===== src/rtl/fsm_pkg.sv =====
// Package: constants, register map and types of the fault and status monitor
package fsm_pkg;

  ////////////////////////////////////////////////////////////////////////////
  // Clocking and timing
  localparam int unsigned CLK_HZ           = 100_000_000;
  localparam int unsigned OSC_HZ           = 4_000_000;
  localparam int unsigned TICK_DIV         = CLK_HZ / OSC_HZ;
  localparam int unsigned TICK_W           = 5;
  localparam int unsigned HOLD_CAP_LIMIT_US = 1000;
  localparam int unsigned HOLD_CAP_TICKS   = HOLD_CAP_LIMIT_US * (OSC_HZ / 1_000_000);
  localparam int unsigned FRAME_TO_US      = 1000;
  localparam int unsigned FRAME_TO_TICKS   = FRAME_TO_US * (OSC_HZ / 1_000_000);
  localparam int unsigned TIMER_W          = 16;
  localparam int unsigned GND_CNT_W        = 14;

  ////////////////////////////////////////////////////////////////////////////
  // Register map (byte addresses) and fields
  localparam logic [7:0] ADDR_CFG_BYTE_TWO = 8'h00;
  localparam logic [7:0] ADDR_STATUS       = 8'h04;
  localparam logic [7:0] ADDR_IRQ_STAT     = 8'h08;
  localparam logic [7:0] ADDR_IRQ_CLR      = 8'h0C;
  localparam logic [7:0] ADDR_IRQ_EN       = 8'h10;
  localparam logic [7:0] ADDR_SERIAL       = 8'h14;
  localparam logic [7:0] ADDR_TYPE         = 8'h18;
  localparam logic [7:0] ADDR_FILT_CNT     = 8'h1C;
  localparam logic [7:0] CFG_RESET         = 8'h00;
  localparam int unsigned CFG_GLD_EN_BIT   = 5;
  localparam logic [3:0] IRQ_EN_RESET      = 4'h0;

  ////////////////////////////////////////////////////////////////////////////
  // Types
  typedef struct packed {
    logic gndOpen;
    logic holdCapLow;
    logic regCapLow;
    logic busLow;
    logic fuseFault;
    logic parFactory;
    logic parCustomer;
    logic testMode;
    logic diffMode;
  } fsm_mon_in_t;

  localparam int unsigned MON_W = $bits(fsm_mon_in_t);

  // Bit order is also the interrupt status layout
  typedef struct packed {
    logic inReset;
    logic underVolt;
    logic accelStatus;
    logic groundFault;
  } fsm_flags_t;

  localparam int unsigned FLAG_W = $bits(fsm_flags_t);

  typedef enum logic {DEV_RUN, DEV_RESET} fsm_dev_state_t;

endpackage : fsm_pkg


===== src/rtl/fsm_fault_status_monitor.sv =====
// Fault and status monitor of a single-axis satellite accelerometer, APB slave
//
// Local design decisions: the APB interface to the registers and the register addresses.
`timescale 1ns/1ns
module fsm_fault_status_monitor #(
  parameter int unsigned HoldCapLimitTicks = fsm_pkg::HOLD_CAP_TICKS,
  parameter int unsigned FrameToTicks      = fsm_pkg::FRAME_TO_TICKS,
  parameter int unsigned AccW              = 10,
  parameter int unsigned GndCntW           = fsm_pkg::GND_CNT_W
) (
  input  wire logic                ref_clk,
  input  wire logic                rst,
  input  wire fsm_pkg::fsm_mon_in_t monPins,
  input  wire logic                cmdClear,
  input  wire logic                cmdDisableSt,
  input  wire logic                cmdOther,
  input  wire logic [AccW-1:0]     accelIn,
  input  wire logic [31:0]         serialNum,
  input  wire logic [7:0]          typeByte,
  input  wire logic                psel,
  input  wire logic                penable,
  input  wire logic                pwrite,
  input  wire logic [7:0]          paddr,
  input  wire logic [31:0]         pwdata,
  output logic [31:0]              prdata,
  output logic                     pready,
  output logic                     pslverr,
  output fsm_pkg::fsm_flags_t      flags_r,
  output logic [AccW-1:0]          accelOut_r,
  output logic                     busSwitchOpen_r,
  output logic                     cmdAccept_r,
  output logic                     selftestLockout_r,
  output logic                     testDataIn_r,
  output logic                     irq_r
);
  import fsm_pkg::*;

  ////////////////////////////////////////////////////////////////////////////
  // Pin synchronisers
  logic [MON_W-1:0] syncA_r;
  logic [MON_W-1:0] syncB_r;
  fsm_mon_in_t      monS;

  for (genvar i = 0; i < MON_W; i++)
  begin : g_sync
    always_ff @(posedge ref_clk or posedge rst)
    begin
      if (rst)
      begin
        syncA_r[i] <= 1'b0;
        syncB_r[i] <= 1'b0;
      end
      else
      begin
        syncA_r[i] <= monPins[i];
        syncB_r[i] <= syncA_r[i];
      end
    end
  end

  assign monS = fsm_mon_in_t'(syncB_r);

  ////////////////////////////////////////////////////////////////////////////
  // Oscillator tick: one pulse per 4 MHz period
  logic [TICK_W-1:0] tickCnt_r;
  logic              oscTick_r;

  always_ff @(posedge ref_clk or posedge rst)
  begin
    if (rst)
    begin
      tickCnt_r <= '0;
      oscTick_r <= 1'b0;
    end
    else if (tickCnt_r == TICK_W'(TICK_DIV - 1))
    begin
      tickCnt_r <= '0;
      oscTick_r <= 1'b1;
    end
    else
    begin
      tickCnt_r <= tickCnt_r + 1'b1;
      oscTick_r <= 1'b0;
    end
  end

  ////////////////////////////////////////////////////////////////////////////
  // Supply and frame timers, counted in oscillator ticks
  logic [TIMER_W-1:0] holdCapCnt_r;
  logic [TIMER_W-1:0] frameCnt_r;
  logic               holdCapSustained;
  logic               frameTimeout;

  assign holdCapSustained = (holdCapCnt_r == TIMER_W'(HoldCapLimitTicks));
  assign frameTimeout     = (frameCnt_r == TIMER_W'(FrameToTicks));

  always_ff @(posedge ref_clk or posedge rst)
  begin
    if (rst)
      holdCapCnt_r <= '0;
    else if (!monS.holdCapLow)
      holdCapCnt_r <= '0;
    else if (oscTick_r && !holdCapSustained)
      holdCapCnt_r <= holdCapCnt_r + 1'b1;
  end

  always_ff @(posedge ref_clk or posedge rst)
  begin
    if (rst)
      frameCnt_r <= '0;
    else if (!monS.busLow)
      frameCnt_r <= '0;
    else if (oscTick_r && !frameTimeout)
      frameCnt_r <= frameCnt_r + 1'b1;
  end

  ////////////////////////////////////////////////////////////////////////////
  // Device reset state
  fsm_dev_state_t devState_r;
  fsm_dev_state_t devState_nxt;
  logic           resetCause;
  logic           running;

  // Cause is held as long as it lasts, so the device stays in reset until it ends
  assign resetCause = monS.regCapLow | holdCapSustained | frameTimeout;
  assign running    = (devState_r == DEV_RUN);

  always_comb
  begin
    devState_nxt = devState_r;
    unique case (devState_r)
      DEV_RUN:
        if (resetCause)
          devState_nxt = DEV_RESET;
      DEV_RESET:
        if (!resetCause)
          devState_nxt = DEV_RUN;
    endcase
  end

  always_ff @(posedge ref_clk or posedge rst)
  begin
    if (rst)
    begin
      devState_r      <= DEV_RESET;
      busSwitchOpen_r <= 1'b1;
      cmdAccept_r     <= 1'b0;
    end
    else
    begin
      devState_r      <= devState_nxt;
      busSwitchOpen_r <= (devState_nxt == DEV_RESET);
      cmdAccept_r     <= (devState_nxt == DEV_RUN);
    end
  end

  ////////////////////////////////////////////////////////////////////////////
  // Commands, self-test lockout
  logic clearOk;
  logic disableOk;
  logic otherOk;
  logic prevDisable_r;

  assign clearOk   = cmdClear & running;
  assign disableOk = cmdDisableSt & running;
  assign otherOk   = cmdOther & running;

  always_ff @(posedge ref_clk or posedge rst)
  begin
    if (rst)
    begin
      prevDisable_r     <= 1'b0;
      selftestLockout_r <= 1'b0;
    end
    else if (!running)
    begin
      prevDisable_r     <= 1'b0;
      selftestLockout_r <= 1'b0;
    end
    else
    begin
      if (disableOk)
        prevDisable_r <= 1'b1;
      else if (otherOk || clearOk)
        prevDisable_r <= 1'b0;
      if (disableOk && prevDisable_r)
        selftestLockout_r <= 1'b1;
      else if (clearOk)
        selftestLockout_r <= 1'b0;
    end
  end

  ////////////////////////////////////////////////////////////////////////////
  // Ground-loss filter
  logic [7:0]           cfgByte_r;
  logic                 gldEnable;
  logic [GndCntW-1:0]   filtCount;
  logic                 gndAtMax;

  // Test mode takes the pin away from the detector
  assign gldEnable = cfgByte_r[CFG_GLD_EN_BIT] & ~monS.diffMode & ~monS.testMode;

  fsm_gnd_filter #(
    .W      (GndCntW)
  ) u_gnd_filter (
    .ref_clk(ref_clk),
    .rst    (rst),
    .clear  (!running),
    .tick   (oscTick_r),
    .enable (gldEnable),
    .openIn (monS.gndOpen),
    .count  (filtCount),
    .atMax  (gndAtMax)
  );

  ////////////////////////////////////////////////////////////////////////////
  // Fault latches; set wins over Clear and release, but device reset clears both
  logic gndFaultLatch_r;
  logic statusLatch_r;
  logic statusCond;

  assign statusCond = gndAtMax | monS.fuseFault | monS.parFactory | monS.parCustomer;

  always_ff @(posedge ref_clk or posedge rst)
  begin
    if (rst)
    begin
      gndFaultLatch_r <= 1'b0;
      statusLatch_r   <= 1'b0;
    end
    else if (!running)
    begin
      gndFaultLatch_r <= 1'b0;
      statusLatch_r   <= 1'b0;
    end
    else
    begin
      if (gndAtMax)
        gndFaultLatch_r <= 1'b1;
      else if (clearOk || (!selftestLockout_r && !gndAtMax))
        gndFaultLatch_r <= 1'b0;
      if (statusCond)
        statusLatch_r <= 1'b1;
      else if (clearOk || !selftestLockout_r)
        statusLatch_r <= 1'b0;
    end
  end

  ////////////////////////////////////////////////////////////////////////////
  // Flags, acceleration response, test data
  fsm_flags_t flagsNxt;

  always_comb
  begin
    flagsNxt             = '0;
    flagsNxt.inReset     = !running;
    // Any reset cause outranks the transient dip flag
    flagsNxt.underVolt   = running & ~resetCause & monS.holdCapLow;
    flagsNxt.accelStatus = statusLatch_r;
    flagsNxt.groundFault = gndFaultLatch_r;
  end

  always_ff @(posedge ref_clk or posedge rst)
  begin
    if (rst)
    begin
      flags_r      <= '0;
      accelOut_r   <= '0;
      testDataIn_r <= 1'b0;
    end
    else
    begin
      flags_r <= flagsNxt;
      // No data leaves the block while reset is held
      if (flagsNxt.inReset || flagsNxt.underVolt || flagsNxt.accelStatus || flagsNxt.groundFault)
        accelOut_r <= '0;
      else
        accelOut_r <= accelIn;
      testDataIn_r <= monS.testMode & monS.gndOpen;
    end
  end

  ////////////////////////////////////////////////////////////////////////////
  // Interrupts
  logic [FLAG_W-1:0] irqStat_r;
  logic [FLAG_W-1:0] irqEn_r;
  logic [FLAG_W-1:0] irqEvent;
  logic [FLAG_W-1:0] irqClr;
  logic              apbWrite;
  logic              apbRead;

  assign irqEvent = flagsNxt & ~flags_r;
  assign irqClr   = (apbWrite && paddr == ADDR_IRQ_CLR) ? pwdata[FLAG_W-1:0] : '0;

  always_ff @(posedge ref_clk or posedge rst)
  begin
    if (rst)
    begin
      irqStat_r <= '0;
      irq_r     <= 1'b0;
    end
    else
    begin
      irqStat_r <= (irqStat_r & ~irqClr) | irqEvent;
      irq_r     <= |(irqStat_r & irqEn_r);
    end
  end

  ////////////////////////////////////////////////////////////////////////////
  // APB slave: one wait state, registered answer
  logic [31:0] rdData;
  logic        rdErr;

  assign apbWrite = psel & penable & pready & pwrite;
  assign apbRead  = psel & penable & ~pready & ~pwrite;

  always_comb
  begin
    rdData = '0;
    rdErr  = 1'b0;
    case (paddr)
      ADDR_CFG_BYTE_TWO: rdData = 32'(cfgByte_r);
      ADDR_STATUS:       rdData = 32'({selftestLockout_r, flags_r});
      ADDR_IRQ_STAT:     rdData = 32'(irqStat_r);
      ADDR_IRQ_CLR:      rdData = '0;
      ADDR_IRQ_EN:       rdData = 32'(irqEn_r);
      ADDR_SERIAL:       rdData = serialNum;
      ADDR_TYPE:         rdData = 32'(typeByte);
      ADDR_FILT_CNT:     rdData = 32'(filtCount);
      default:           rdErr  = 1'b1;
    endcase
  end

  always_ff @(posedge ref_clk or posedge rst)
  begin
    if (rst)
    begin
      pready  <= 1'b0;
      pslverr <= 1'b0;
      prdata  <= '0;
    end
    else
    begin
      pready  <= psel & penable & ~pready;
      pslverr <= psel & penable & ~pready & rdErr;
      if (apbRead)
        prdata <= rdData;
    end
  end

  always_ff @(posedge ref_clk or posedge rst)
  begin
    if (rst)
    begin
      cfgByte_r <= CFG_RESET;
      irqEn_r   <= IRQ_EN_RESET;
    end
    else if (apbWrite)
    begin
      if (paddr == ADDR_CFG_BYTE_TWO)
        cfgByte_r <= pwdata[7:0];
      if (paddr == ADDR_IRQ_EN)
        irqEn_r <= pwdata[FLAG_W-1:0];
    end
  end
endmodule : fsm_fault_status_monitor


===== src/rtl/fsm_gnd_filter.sv =====
// Up/down digital filter counter qualifying the ground-loss comparator
`timescale 1ns/1ns
module fsm_gnd_filter #(
  parameter int unsigned W = fsm_pkg::GND_CNT_W
) (
  input  wire logic         ref_clk,
  input  wire logic         rst,
  input  wire logic         clear,
  input  wire logic         tick,
  input  wire logic         enable,
  input  wire logic         openIn,
  output logic [W-1:0]      count,
  output logic              atMax
);
  import fsm_pkg::*;

  localparam logic [W-1:0] CNT_MAX = '1;

  logic [W-1:0] count_nxt;

  always_comb
  begin
    count_nxt = count;
    if (clear || !enable)
      count_nxt = '0;
    else if (tick && openIn && count != CNT_MAX)
      count_nxt = count + 1'b1;
    else if (tick && !openIn && count != '0)
      count_nxt = count - 1'b1;
  end

  always_ff @(posedge ref_clk or posedge rst)
  begin
    if (rst)
    begin
      count <= '0;
      atMax <= 1'b0;
    end
    else
    begin
      count <= count_nxt;
      atMax <= (count_nxt == CNT_MAX);
    end
  end

endmodule : fsm_gnd_filter


===== config.mk =====
export PLATFORM = sky130hd
export DESIGN_NAME = fsm_fault_status_monitor
export DESIGN_NICKNAME = d
export VERILOG_FILES = /design/src/rtl/fsm_pkg.sv /design/src/rtl/fsm_fault_status_monitor.sv /design/src/rtl/fsm_gnd_filter.sv
export SDC_FILE = /design/constraint.sdc
export NUM_CORES = 1
export LEC_CHECK = 0
export BUFFER_PORTS_ARGS = -buffer_cell sky130_fd_sc_hd__buf_2
export CORE_ASPECT_RATIO = 1.4
export CORE_MARGIN = 1.5
export CORE_UTILIZATION = 35
export DETAILED_ROUTE_END_ITERATION = 7
export GPL_TIMING_DRIVEN = 0
export PLACE_DENSITY = 0.67
export SLEW_MARGIN = 5
export SYNTH_ARGS = -nofsm -noshare
export SYNTH_HDL_FRONTEND = slang
export SYNTH_HIERARCHICAL = 1
export SYNTH_SLANG_ARGS = --single-unit
export TNS_END_PERCENT = 20

===== constraint.sdc =====
create_clock -name ref_clk -period 4.8 [get_ports ref_clk]
set_input_delay 0.48 -clock ref_clk [delete_from_list [all_inputs] [get_ports ref_clk]]
set_output_delay 0.48 -clock ref_clk [all_outputs]
set_load 0.05 [all_outputs]

# After elaboration in Yosys (flattened, before gate mapping)
# Index checks and enable logic that the tools add are counted.
[classes]
order_cmp = 0
reduce_logical = 32
shifts = 0
eq_ne = 14
n_mux = 26
bitwise = 32
add_sub_neg = 5
n_div = 0
mul = 0
[op_table]
columns = ["cell", "n"]
rows = [
  ["$pmux 32 s7", 1],
  ["$mux 16", 4],
  ["$mux 14", 3],
  ["$add 16x1->16 const B", 2],
  ["$eq 16x12->1 const B", 2],
  ["$eq 8x5->1 const B", 4],
  ["$eq 8x4->1 const B", 2],
  ["$mux 1", 15],
  ["$add 14x1->14 const B", 1],
  ["$and 1x1->1", 14],
  ["$eq 14x14->1 const B", 1],
  ["$ne 14x14->1 const B", 1],
  ["$reduce_bool 14->1", 1],
  ["$sub 14x1->14 const B", 1],
  ["$and 4x4->4", 3],
  ["$reduce_bool 3->1", 4],
  ["$mux 10", 1],
  ["$logic_and 1x1->1", 9],
  ["$eq 8x3->1 const B", 1],
  ["$logic_not 8->1", 1],
  ["$not 4->4", 2],
  ["$reduce_or 8->1", 1],
  ["$logic_or 1x1->1", 7],
  ["$not 1->1", 7],
  ["other kinds (10)", 21],
]
[totals]
mem_bits_ro = 0
ram_bits = 0
output_inout_bits = 53
latchBits = 0
wordCells = 152
input_bits = 107
register_bits = 143
n_memories = 0

# Depth between registers and ports, before layout
# Gate-level depths: netlist (run 1).
[depth]
ltp_word = 10
ltp_mapped = 9
depth_no_buf = 9

# Hierarchy
# Netlist (run 1), hierarchy kept.
[modules_own_cells]
columns = ["mod", "cells_per_inst", "n_inst", "seq_area_each_um2", "area_per_inst_um2"]
rows = [
  ["fsm_fault_status_monitor", 495, 1, 3204.3, 5609.1],
  ["fsm_gnd_filter", 148, 1, 375.4, 1251.2],
]

# Worst setup path after synthesis (run 1)
# No wires, ideal clock.
[synth_timing]
path_type = "register to register"
from = "reg u_gnd_filter.count[0]"
to = "reg u_gnd_filter.atMax"
n_path_buf = 0
setup_time_ns = 0.096
required_ns = 4.704
arrival_time_ns = 2.089
setup_slack_ns = 2.615
synth_period_minus_slack_ns = 2.185
stages_incl_launch_ff = 9
path_cell_list = "dfrtp_1 ha_1 nand3_1 o41a_1 a32oi_1 xor2_1 nor4_2 nand4_1 nor4_2"
[synth_via]
elab_chain_len = 6
elab_cells_between_ends = 10
cone_classes = "add/sub: 2; eq/ne: 2; mux: 3; reduce/logical: 3"
[synth_rtl]
columns = ["element", "line", "source"]
rows = [
  ["from (decl)", "fsm_gnd_filter.sv:12", "output logic [W-1:0] count,"],
  ["from (signal assigned)", "fsm_gnd_filter.sv:41", "count <= count_nxt;"],
  ["parallel branches: the longest is 3 deep, another holds $sub 14x1->14", "-", ""],
  ["$mux 14 (*)", "fsm_gnd_filter.sv:26", "else if (tick && openIn && count != CNT_MAX)"],
  ["$mux 14 (*)", "fsm_gnd_filter.sv:24", "if (clear || !enable)"],
  ["$eq 14x14->1 (*)", "fsm_gnd_filter.sv:42", "atMax <= (count_nxt == CNT_MAX);"],
  ["to (signal assigned)", "fsm_gnd_filter.sv:42", ""],
  ["to (decl)", "fsm_gnd_filter.sv:13", "output logic atMax"],
]
# Every way passes the cells marked *.
# A chain may end at the register's enable or synchronous reset.

# Worst setup path after layout (run 1)
# Same ends and word-level chain as after synthesis.

==> metrics.md, run 1 <==
| Metric | Value |
|---|---|
| Status | `completed` |
| Die footprint | `20500 µm²` |
| Post-CTS Resized | `0` |
| Max rail drop VDD | `231 µV` |
| Slew Limit Fails | `0` |
| Clock Latency Late Sink | `430 ps` |
| Final RePlAce weighted congestion | `0.872` |
| CTS Sinks | `143` |
| Seq/Total Area, Yosys | `52.2%` |
| Fraction of layout cells with a size suffix above 1 | `26.6%` |
| Post-route setup slack | `2140 ps` |
| Layout Nets | `911` |
| Fill cells | `1848` |
| DRC | `0` |
| Core ar. | `19200 µm²` |
| Ant. Diodes | `0` |
| Max Fclk | `376 MHz` |
| CTS clk-pin slew, worst paths | `70 ps` |
| Max_cap viols | `0` |
| Max-slew headroom | `31.5%` |
| Worst r2r dst | `u_gnd_filter/atMax` |
| Worst Hold Class | `in -> async` |
| Fin crit share | `55.4%` |
| Fin crit period | `2660 ps` |
| Root Buffer Master | `clkbuf_16` |
| Via Count | `5532` |
| Mapped Area | `6860 µm²` |
| CTS max path bufs | `2` |
| Final Cell Area | `8460 µm²` |
| Synth warnings | `6` |
| Post-detailed-route count of antenna-violating nets | `0` |
| Cell taking the most area after synthesis | `dfrtp_1` |
| Synth Register Bits | `143` |
| Xor and xnor fraction of the mapped netlist area | `3.45%` |
| Largest family of logic cells by synthesized area | `simple AND/OR/NAND/NOR gates` |
| Complex-gate fraction of the synthesized area | `11.3%` |
| RSZ-0062 raised after global routing | `false` |
| Data required, critical path | `5120 ps` |
| Power Density | `319 nW/µm²` |
| Detailed Routing Iterations Pass 1 | `7` |
| Synth-to-Final Area Change | `23.3%` |
| Initial core utilization | `35.7%` |
| Hold Buf Count CTS | `0` |
| Row count | `60` |
| Mux contribution to synthesized area | `5.51%` |
| Post-synth EDFFs | `0` |
| Detailed Place HPWL | `12400 µm` |
| Setup TNS | `0 ps` |
| FF-to-FF Start | `u_gnd_filter/count[0]` |
| Synth Area per Inst | `10.7 µm²` |
| Adder-cell share of the synthesized area | `1.46%` |
| Post-CTS Setup Inserts | `0` |
| Largest net degree at the start of global routing | `69` |
| Main flop type after synthesis | `dfrtp_1` |
| Final wirelength | `16600 µm` |
| Initial antenna violation count | `0` |
| Most common cell in the netlist | `dfrtp_1` |
| DP Area | `7870 µm²` |
| Clk_skew | `6.64 ps` |
| Crit path launch type | `flop` |
| Cts bufs inserted | `17` |
| Global route total overflow | `0` |
| Register area | `3580 µm²` |
| Post-place setup slack | `2170 ps` |
| Multi-input logic area | `3030 µm²` |
| R2r worst-path depth | `8` |
| Mapped Nets | `758` |
| Internal reg-to-reg setup slack | `2140 ps` |
| Pleak | `3.94 nW` |
| Fraction of registers with async set/reset | `100%` |
| Post-synthesis cell count | `643` |
| Placed insts | `1025` |
| Fin cells | `1057` |
| Critical Path Fanout Max | `8` |
| Top-Level Pins | `160` |
| CTS tree | `built` |
| Netlist cell types | `73` |
| Critical path endpoint category | `flop` |
| Post-synth top area share | `51.8%` |
| Final setup viols | `0` |
| Vias in the first global route | `5422` |
| Die height | `169 µm` |
| Port Buffers | `133` |
| Die W | `121 µm` |
| H-tree lvl count | `4` |
| Endpoints failing hold | `0` |
| Routed wire per std cell | `15.7 µm` |
| Top cells by count, synth | `dfrtp_1 (142), nand2_1 (54), nor2_1 (48)` |
| Critical path class | `reg -> reg` |
| Total track usage | `16.8%` |
| DRT iter0 DRCs | `368` |
| CP arrival | `2980 ps` |
| Synth Area in Simple Gates | `22.4%` |
| Leading cell types by total area after synthesis | `dfrtp_1 (52%), mux2_2 (3.6%), a22o_1 (3.2%)` |
| Worst slew pin tran | `1020 ps` |
| First-pass GRT wire length | `27100 µm` |
| Vias per cell | `5.23` |
[cell usage in the layout, fill, tap and decap left out, types with 6 or more instances in the layout]
cell type | synthesis | final
nand3_1 | 20 | 20
dfrtp_1 | 142 | 142
mux2i_1 | 13 | 13
a21oi_1 | 10 | 10
nor3b_1 | 8 | 8
or3_1 | 11 | 11
nor4_1 | 7 | 7
ha_1 | 8 | 8
nor3_1 | 14 | 14
clkbuf_16 | 0 | 17
nand2_1 | 54 | 54
nor2b_1 | 6 | 6
mux2_2 | 22 | 22
nand3b_1 | 7 | 7
nor2_1 | 48 | 48
a22oi_1 | 8 | 8
inv_8 | 0 | 8
clkbuf_1 | 17 | 17
o21ai_0 | 23 | 23
xor2_1 | 17 | 17
and2_1 | 23 | 23
inv_1 | 24 | 23
nand4_1 | 24 | 24
buf_2 | 5 | 138
and4_1 | 10 | 10
xnor2_1 | 10 | 10
a22o_1 | 25 | 25
[flip-flops by register name, indices dropped and copies added, names as in the netlist, 4 cells and up]
signal / cells
accelOut_r: 10
cfgByte_r: 8
flags_r: 4
frameCnt_r: 16
holdCapCnt_r: 16
irqEn_r: 4
irqStat_r: 4
monS: 9
prdata: 32
syncA_r: 9
tickCnt_r: 5
u_gnd_filter/count: 14
[routing by layer]
layer | wire, µm | track usage (%) | vias up
met5 | 0 | 0 | -
met4 | 443 | 7.77 | 0
met3 | 771 | 3.84 | 37
met2 | 8590 | 29.1 | 157
met1 | 6760 | 19.7 | 2694
li1 | - | - | 2644
[report_power, final]
part           leakage, nW  switching (mW)  total (mW)  internal, mW
Sequential            1.91         0.00772        1.23          1.22
Clock                0.281           0.599        1.30         0.699
Combinational         1.74           0.109       0.165        0.0563
[worst max-delay path, cell delays in order, from the launching register on]
cell and delay, ps:
dfrtp_1 460, ha_1 330, nand3_1 160, o41a_1 570
a32oi_1 240, xor2_1 150, nor4_2 320, nand4_1 140
nor4_2 180
[how the worst max path moves through the flow]
stage / from / endpoint / slack [ps]
6_report: u_gnd_filter/count[0] / u_gnd_filter/atMax / 2140
5_1_grt: u_gnd_filter/count[0] / u_gnd_filter/atMax / 1940
4_1_cts: u_gnd_filter/count[0] / u_gnd_filter/atMax / 2110
3_5_place_dp: u_gnd_filter/count[0] / u_gnd_filter/atMax / 2170
3_3_place_gp: rst / prdata[20] / -720
2_1_floorplan: rst / accelOut_r[0] / 910
[metrics by stage]
stage                     power (mW)  utilization, %  hold slack (ps)
after global routing            2.80            44.0              139
final                           2.69            44.0              137
after floorplan                 1.35               -              331
after global placement          1.42            40.8              334
after detailed placement        1.42            40.9              335
after CTS                       2.73            44.0              132
[logic make-up (layout without fill, tap and decap cells)]
group,count (synthesis),in the layout
and+or+nand+nor,268,268
AOI/OAI and AO/OA,107,107
xor gates and xnor gates,27,27
adders and majority gates,8,8
muxes,35,35
DFF,143,143
buffers and inverters,55,221
[final cells by class]
cell class,count,area share (%)
clock inverters,15,1.92
clock buffers,17,5.03
multi-input cells,445,35.8
flip-flops and latches,143,42.3
repair buffers,134,8.20
inverters,25,1.17
plain buffers,30,1.85
well taps,248,3.67
No activity file was read; power rests on OpenSTA's default activity.
==> run 2, diff against run 1 <==
==> constraint.sdc (replaced) <==
create_clock -name ref_clk -period 2.7 [get_ports ref_clk]
set_input_delay 0.27 -clock ref_clk [delete_from_list [all_inputs] [get_ports ref_clk]]
set_output_delay 0.27 -clock ref_clk [all_outputs]
set_load 0.05 [all_outputs]
==> run 2 against run 1 <==
Net effect:
- flip-flop and latch count did not move
- hold slack got worse by 88 ps
- combinational power rose by 92%
- routed wire length rose by 2.2%
- critical path depth did not move
- sequential share of layout area fell by 0.88 points
- via count barely moved
- core utilization rose by 0.93 points
- critical path type unchanged
==> metrics.md, run 2 (synthesis gave the netlist of run 1 again) <==
| Metric | Value |
|---|---|
| Status | `completed` |
| Comb pwr share | `6.6% (+0.5 points)` |
| Max-slew headroom | `34.0% (+2.6 points)` |
| First-pass GRT wire length | `27400 µm (+1.4%)` |
| Commonest cells after routing, fill and taps aside | `dfrtp_1 (142), buf_2 (138), nand2_1 (54), nor2_1 (48), a22o_1 (25)` |
| CTS max path bufs | `2 (unchanged)` |
| Largest net degree at the start of global routing | `36 (-48%)` |
| Max_cap viols | `0 (unchanged)` |
| Clock Latency Late Sink | `430 ps (about the same)` |
| Via Count | `5529 (-0.054%)` |
| Data required, critical path | `3030 ps (-2090 ps)` |
| Crit path launch type | `flop` |
| Power Density | `558 nW/µm² (+75%)` |
| Post-place setup slack | `125 ps (-2050 ps)` |
| Routed wire per std cell | `15.8 µm (+0.94%)` |
| Final setup viols | `0 (unchanged)` |
| Sw frac | `26.6% (+0.053 points)` |
| Pleak | `4.01 nW (+2.0%)` |
| Fin crit share | `92.2% (+37 points)` |
| Most common cell after layout, fill and taps aside | `dfrtp_1` |
| Vias in the first global route | `5545 (+2.3%)` |
| Detailed Place HPWL | `12600 µm (+2.0%)` |
| Initial core utilization | `35.7% (unchanged)` |
| Layout Nets | `924 (+1.4%)` |
| Row count | `60 (unchanged)` |
| Detailed Routing Iterations Pass 1 | `5 (-2)` |
| Slew Limit Fails | `0 (unchanged)` |
| Critical path class | `reg -> reg` |
| CTS clk-pin slew, worst paths | `70 ps (about the same)` |
| Net switching power | `1.28 mW (+79%)` |
| Port Buffers | `133 (unchanged)` |
| Max Fclk | `402 MHz (+6.7%)` |
| Post-route setup slack | `210 ps (-1930 ps)` |
| Max reg flops | `32 (unchanged)` |
| Internal Power | `3.53 mW (+79%)` |
| Synth-to-Final Area Change | `25.9%` |
| Ant. Diodes | `0 (unchanged)` |
| Cts bufs inserted | `17 (unchanged)` |
| Worst slew pin tran | `981 ps (-38.2 ps)` |
| CTS Sinks | `143 (unchanged)` |
| Critical path endpoint category | `flop` |
| Initial antenna violation count | `0 (unchanged)` |
| Design Power | `4.82 mW (+79%)` |
| Fin crit period | `2490 ps (-168 ps)` |
| RSZ-0062 raised after global routing | `false` |
| H-tree lvl count | `4 (unchanged)` |
| Critical Path Fanout Max | `8 (unchanged)` |
| Die footprint | `20500 µm² (unchanged)` |
| Top-Level Pins | `160 (unchanged)` |
| DRC | `0 (unchanged)` |
| Total track usage | `16.9% (+0.089 points)` |
| Core ar. | `19200 µm² (unchanged)` |
| Setup TNS | `0 ps (unchanged)` |
| Max rail drop VDD | `449 µV (+94%)` |
| Clk_skew | `7.79 ps (+1.14 ps)` |
| Vias per cell | `5.17 (-1.3%)` |
| Post-detailed-route count of antenna-violating nets | `0 (unchanged)` |
| Flop pwr share | `45.4% (-0.3 points)` |
| CP arrival | `2820 ps (-160 ps)` |
| Fraction of layout cells with a size suffix above 1 | `26.9% (+0.31 points)` |
| Global route total overflow | `0 (unchanged)` |
| Final wirelength | `16900 µm (+2.2%)` |
| Top flop regs | `prdata: 32 flops, frameCnt_r: 16 flops, holdCapCnt_r: 16 flops` |
| Die W | `121 µm (unchanged)` |
| Endpoints failing hold | `0 (unchanged)` |
| DRT iter0 DRCs | `386 (+4.9%)` |
| Root Buffer Master | `clkbuf_16` |
| Worst Hold Class | `in -> reg` |
| Final RePlAce weighted congestion | `0.856 (-1.9%)` |
| CTS tree | `built` |
| Clock Power Share | `48.0% (-0.2 points)` |
| Most flop-heavy register | `prdata` |
| Die height | `169 µm (unchanged)` |
[run 2: layout make-up]
class,count,area (µm²)
timing repair buffer,147,853
fill,1822,10600
sequential,143,3580
tap,248,310
inverter,25,97.6
clock buffer,17,425
buffer,30,156
multi-input combinational,445,3050
clock inverter,15,161
[run 2: final timing paths]
kind / cells after the start / slack [ps] / startpoint / endpoint
max in group asynchronous: 6 / 1240 / rst / irqEn_r[3]
min in group asynchronous: 3 / 500 / rst / monS[3]
min: 2 / 50 / accelIn[4] / accelOut_r[4]
max reg2reg: 8 / 210 / u_gnd_filter/count[0] / u_gnd_filter/atMax
max: 8 / 210 / u_gnd_filter/count[0] / u_gnd_filter/atMax
min reg2reg: 0 / 340 / syncA_r[3] / monS[3]
[run 2: power by group through the flow]
stage	sequential, mW	combinational, mW	clock, mW
2_1_floorplan	2.28	0.121	0
4_1_cts	2.19	0.321	2.37
6_report	2.19	0.316	2.31
3_5_place_dp	2.23	0.310	0
5_1_grt	2.19	0.344	2.46
3_3_place_gp	2.23	0.292	0
[run 2: critical path, cell delays in order, from the launching register on]
cell and delay, ps:
dfrtp_1 470, ha_2 300, nand3_1 160, o41a_1 500, a32oi_1 250, xor2_1 150, nor4_2 280, nand4_1 140
nor4_2 150
[run 2: metal layers]
metal	wire [µm]	share of wire, %	track usage [%]	vias up
met5	0	0	0	-
met4	423	2.5	6.55	0
met3	771	4.6	3.94	35
met2	8580	51	29.5	168
met1	7150	42	20.1	2654
li1	-	-	-	2672
[run 2: repair_timing]
item,CTS,global route
resized for setup,0,5
hold buffers,10,0
endpoints found under the setup margin,0,1
buffers inserted,0,0
hold endpoints to repair,50,0
[run 2: per-stage QoR]
step / cells / cell area (µm²) / hold slack (ps) / util [%]
floorplan: 643 / 6860 / 171 / -
global placement: 1024 / 7840 / 334 / 40.8
detailed placement: 1028 / 7930 / 335 / 41.3
CTS: 1070 / 8610 / 35.8 / 44.8
global route: 1070 / 8640 / 42.9 / 44.9
finish: 1070 / 8640 / 49.5 / 44.9
==> run 3, diff against run 2 <==
--- a/config.mk
+++ b/config.mk
@@ -5,7 +5,7 @@
 export SDC_FILE = /design/constraint.sdc
 export NUM_CORES = 1
 export LEC_CHECK = 0
-export BUFFER_PORTS_ARGS = -buffer_cell sky130_fd_sc_hd__buf_2
+export BUFFER_PORTS_ARGS = -buffer_cell sky130_fd_sc_hd__buf_4
 export CORE_ASPECT_RATIO = 1.4
 export CORE_MARGIN = 1.5
 export CORE_UTILIZATION = 35
==> run 3 against run 2 <==
Net effect:
- final cell count is essentially flat
- highest routed layer unchanged
- combinational power up 11%
- flip-flop and latch count did not move
- core utilization grew 1.6 points
- fmax down 2.9%
- clock skew is essentially flat
- largest cell class unchanged
- critical path depth increased by 1
- sequential power about the same
- non-clock buffer count down 1
==> metrics.md, run 3 (synthesis gave the netlist of run 1 again) <==
| Metric | Value |
|---|---|
| Sw frac | `25.2% (-1.4 points)` |
| Global route total overflow | `0 (unchanged)` |
| Worst hold path startpoint | `accelIn[4]` |
| Endpoints failing hold | `0 (unchanged)` |
| FF-to-FF Start | `u_gnd_filter/count[0]` |
| Vias per cell | `5.25 (+1.5%)` |
| Ant. Diodes | `0 (unchanged)` |
| Design Power | `4.87 mW (+1.1%)` |
| DRT iter0 DRCs | `374 (-3.1%)` |
| CTS tree | `built` |
| Final wirelength | `17000 µm (+0.53%)` |
| Die footprint | `20500 µm² (unchanged)` |
| Fin crit period | `2570 ps (+75.3 ps)` |
| Max-slew headroom | `30.6% (-3.4 points)` |
| CP arrival | `2880 ps (+60 ps)` |
| Detailed Place HPWL | `12700 µm (+0.22%)` |
| Slew Limit Fails | `0 (unchanged)` |
| Internal reg-to-reg setup slack | `130 ps (-80 ps)` |
| Post-place setup slack | `76.6 ps (-48.0 ps)` |
| Clock Power Share | `47.9% (about the same)` |
| Max_cap viols | `0 (unchanged)` |
| CTS clk-pin slew, worst paths | `70 ps (about the same)` |
| Flop pwr share | `44.9% (-0.5 points)` |
| Cts bufs inserted | `17 (unchanged)` |
| Data required, critical path | `3020 ps (about the same)` |
| Post-CTS Setup Inserts | `0 (unchanged)` |
| Worst Hold Class | `in -> reg` |
| CTS Sinks | `143 (unchanged)` |
| Max Fclk | `390 MHz (-2.9%)` |
| Root Buffer Master | `clkbuf_16` |
| Register area | `3580 µm² (about the same)` |
| Power Density | `545 nW/µm² (-2.2%)` |
| Multi-input logic area | `3050 µm² (-0.21%)` |
| Net switching power | `1.23 mW (-4.3%)` |
| Clk_skew | `7.97 ps (+0.180 ps)` |
| Detailed Routing Iterations Pass 1 | `5 (unchanged)` |
| Row count | `60 (unchanged)` |
| Status | `completed` |
| Most common cell after layout, fill and taps aside | `dfrtp_1` |
| Hold path cells | `2 (unchanged)` |
| Routed wire per std cell | `15.9 µm (+0.63%)` |
| Pleak | `4.07 nW (+1.5%)` |
| Most flop-heavy register | `prdata` |
| Internal Power | `3.64 mW (+3.1%)` |
| Via Count | `5608 (+1.4%)` |
| R2r worst-path depth | `9 (+1)` |
| Crit path launch type | `flop` |
| Finished Core Util | `46.5% (+1.6 points)` |
| Initial core utilization | `35.7% (unchanged)` |
| Max reg flops | `32 (unchanged)` |
| Die W | `121 µm (unchanged)` |
| Hold_ws | `51.2 ps (+1.69 ps)` |
| Largest net degree at the start of global routing | `40 (+11%)` |
| Final RePlAce weighted congestion | `0.869 (+1.6%)` |
| Critical Path Fanout Max | `7 (-1)` |
| Clock Latency Late Sink | `420 ps (about the same)` |
| Crit. Startpoint | `u_gnd_filter/count[0]` |
| Critical path class | `reg -> reg` |
| Max rail drop VDD | `404 µV (-9.9%)` |
| Synth-to-Final Area Change | `30.2%` |
| Post-route setup slack | `135 ps (-75.3 ps)` |
| Fin crit share | `95.0% (+2.8 points)` |
| CTS max path bufs | `2 (unchanged)` |
| Post-detailed-route count of antenna-violating nets | `0 (unchanged)` |
| DP Area | `8230 µm² (+3.9%)` |
| Comb pwr share | `7.2% (+0.6 points)` |
| DRC | `0 (unchanged)` |
| Core ar. | `19200 µm² (unchanged)` |
| Initial antenna violation count | `0 (unchanged)` |
| Final setup viols | `0 (unchanged)` |
| Die height | `169 µm (unchanged)` |
| Top flop regs | `prdata: 32 flops, frameCnt_r: 16 flops, holdCapCnt_r: 16 flops` |
| Fill cells | `1829 (+0.38%)` |
| Critical path endpoint category | `flop` |
| Worst slew pin tran | `1030 ps (+50.2 ps)` |
| Final Cell Area | `8930 µm² (+3.5%)` |
| H-tree lvl count | `4 (unchanged)` |
| Port Buffers | `133 (unchanged)` |
| Fraction of layout cells with a size suffix above 1 | `26.8% (-0.089 points)` |
| Total track usage | `17.1% (+0.17 points)` |
| Layout Nets | `923 (-0.11%)` |
| First-pass GRT wire length | `27800 µm (+1.2%)` |
| Top-Level Pins | `160 (unchanged)` |
| Vias in the first global route | `5638 (+1.7%)` |
| Commonest cells after routing, fill and taps aside | `dfrtp_1 (141), buf_4 (136), nand2_1 (54), nor2_1 (48), a22o_1 (25)` |
==> run 3: final timing paths <==
check                                     endpoint
worst max register to register  u_gnd_filter/atMax
worst max-delay path            u_gnd_filter/atMax
worst min register to register             monS[1]
worst min-delay path                 accelOut_r[4]
min in group asynchronous                  monS[2]
max in group asynchronous               syncA_r[1]
==> run 3: power groups by stage <==
| stage | clock network [mW] | registers, mW | logic (mW) |
|---|---|---|---|
| floorplan | 0 | 2.28 | 0.121 |
| global placement | 0 | 2.23 | 0.333 |
| detailed placement | 0 | 2.23 | 0.346 |
| CTS | 2.38 | 2.19 | 0.358 |
| global route | 2.46 | 2.19 | 0.383 |
| finish | 2.33 | 2.19 | 0.352 |
==> run 3: layer usage <==
metal  vias up  track usage (%)  share of wire (%)
met3        25             3.94                5.4
met2       181             30.4                 52
met5         -                0                  0
met1      2731             19.9                 41
li1       2671                -                  -
met4         0             6.19                1.5
==> run 3: through the flow <==
stage / instances / TNS, ps
final: 1069 / 0
after CTS: 1069 / 0
after detailed placement: 1027 / 0
after global routing: 1069 / -17.2
after floorplan: 643 / 0
after global placement: 1024 / -5480
==> run 3: cell type report <==
class                   count  area share, %
inverters                  25           1.09
plain buffers              30           1.75
well taps                 248           3.47
clock inverters            15           1.79
flip-flops and latches    143           40.1
clock buffers              17           4.76
repair buffers            146           13.0
multi-input cells         445           34.1
==> run 3: worst max-delay path, cell delays in order, from the launching register on <==
cell       delay, ps
dfrtp_2          460
inv_1            110
ha_2             240
nor4b_4          280
nand2_1          100
a2111oi_1        360
a41oi_1          140
mux2i_1          270
nand4b_1         190
nor4_2           320
==> run 3: repair_timing <==
| item | in CTS | in global routing |
|---|---|---|
| gates resized for setup | 0 | 5 |
| endpoints found under the hold margin | 44 | 0 |
| hold buffers | 10 | 0 |
| setup endpoints to repair | 0 | 1 |
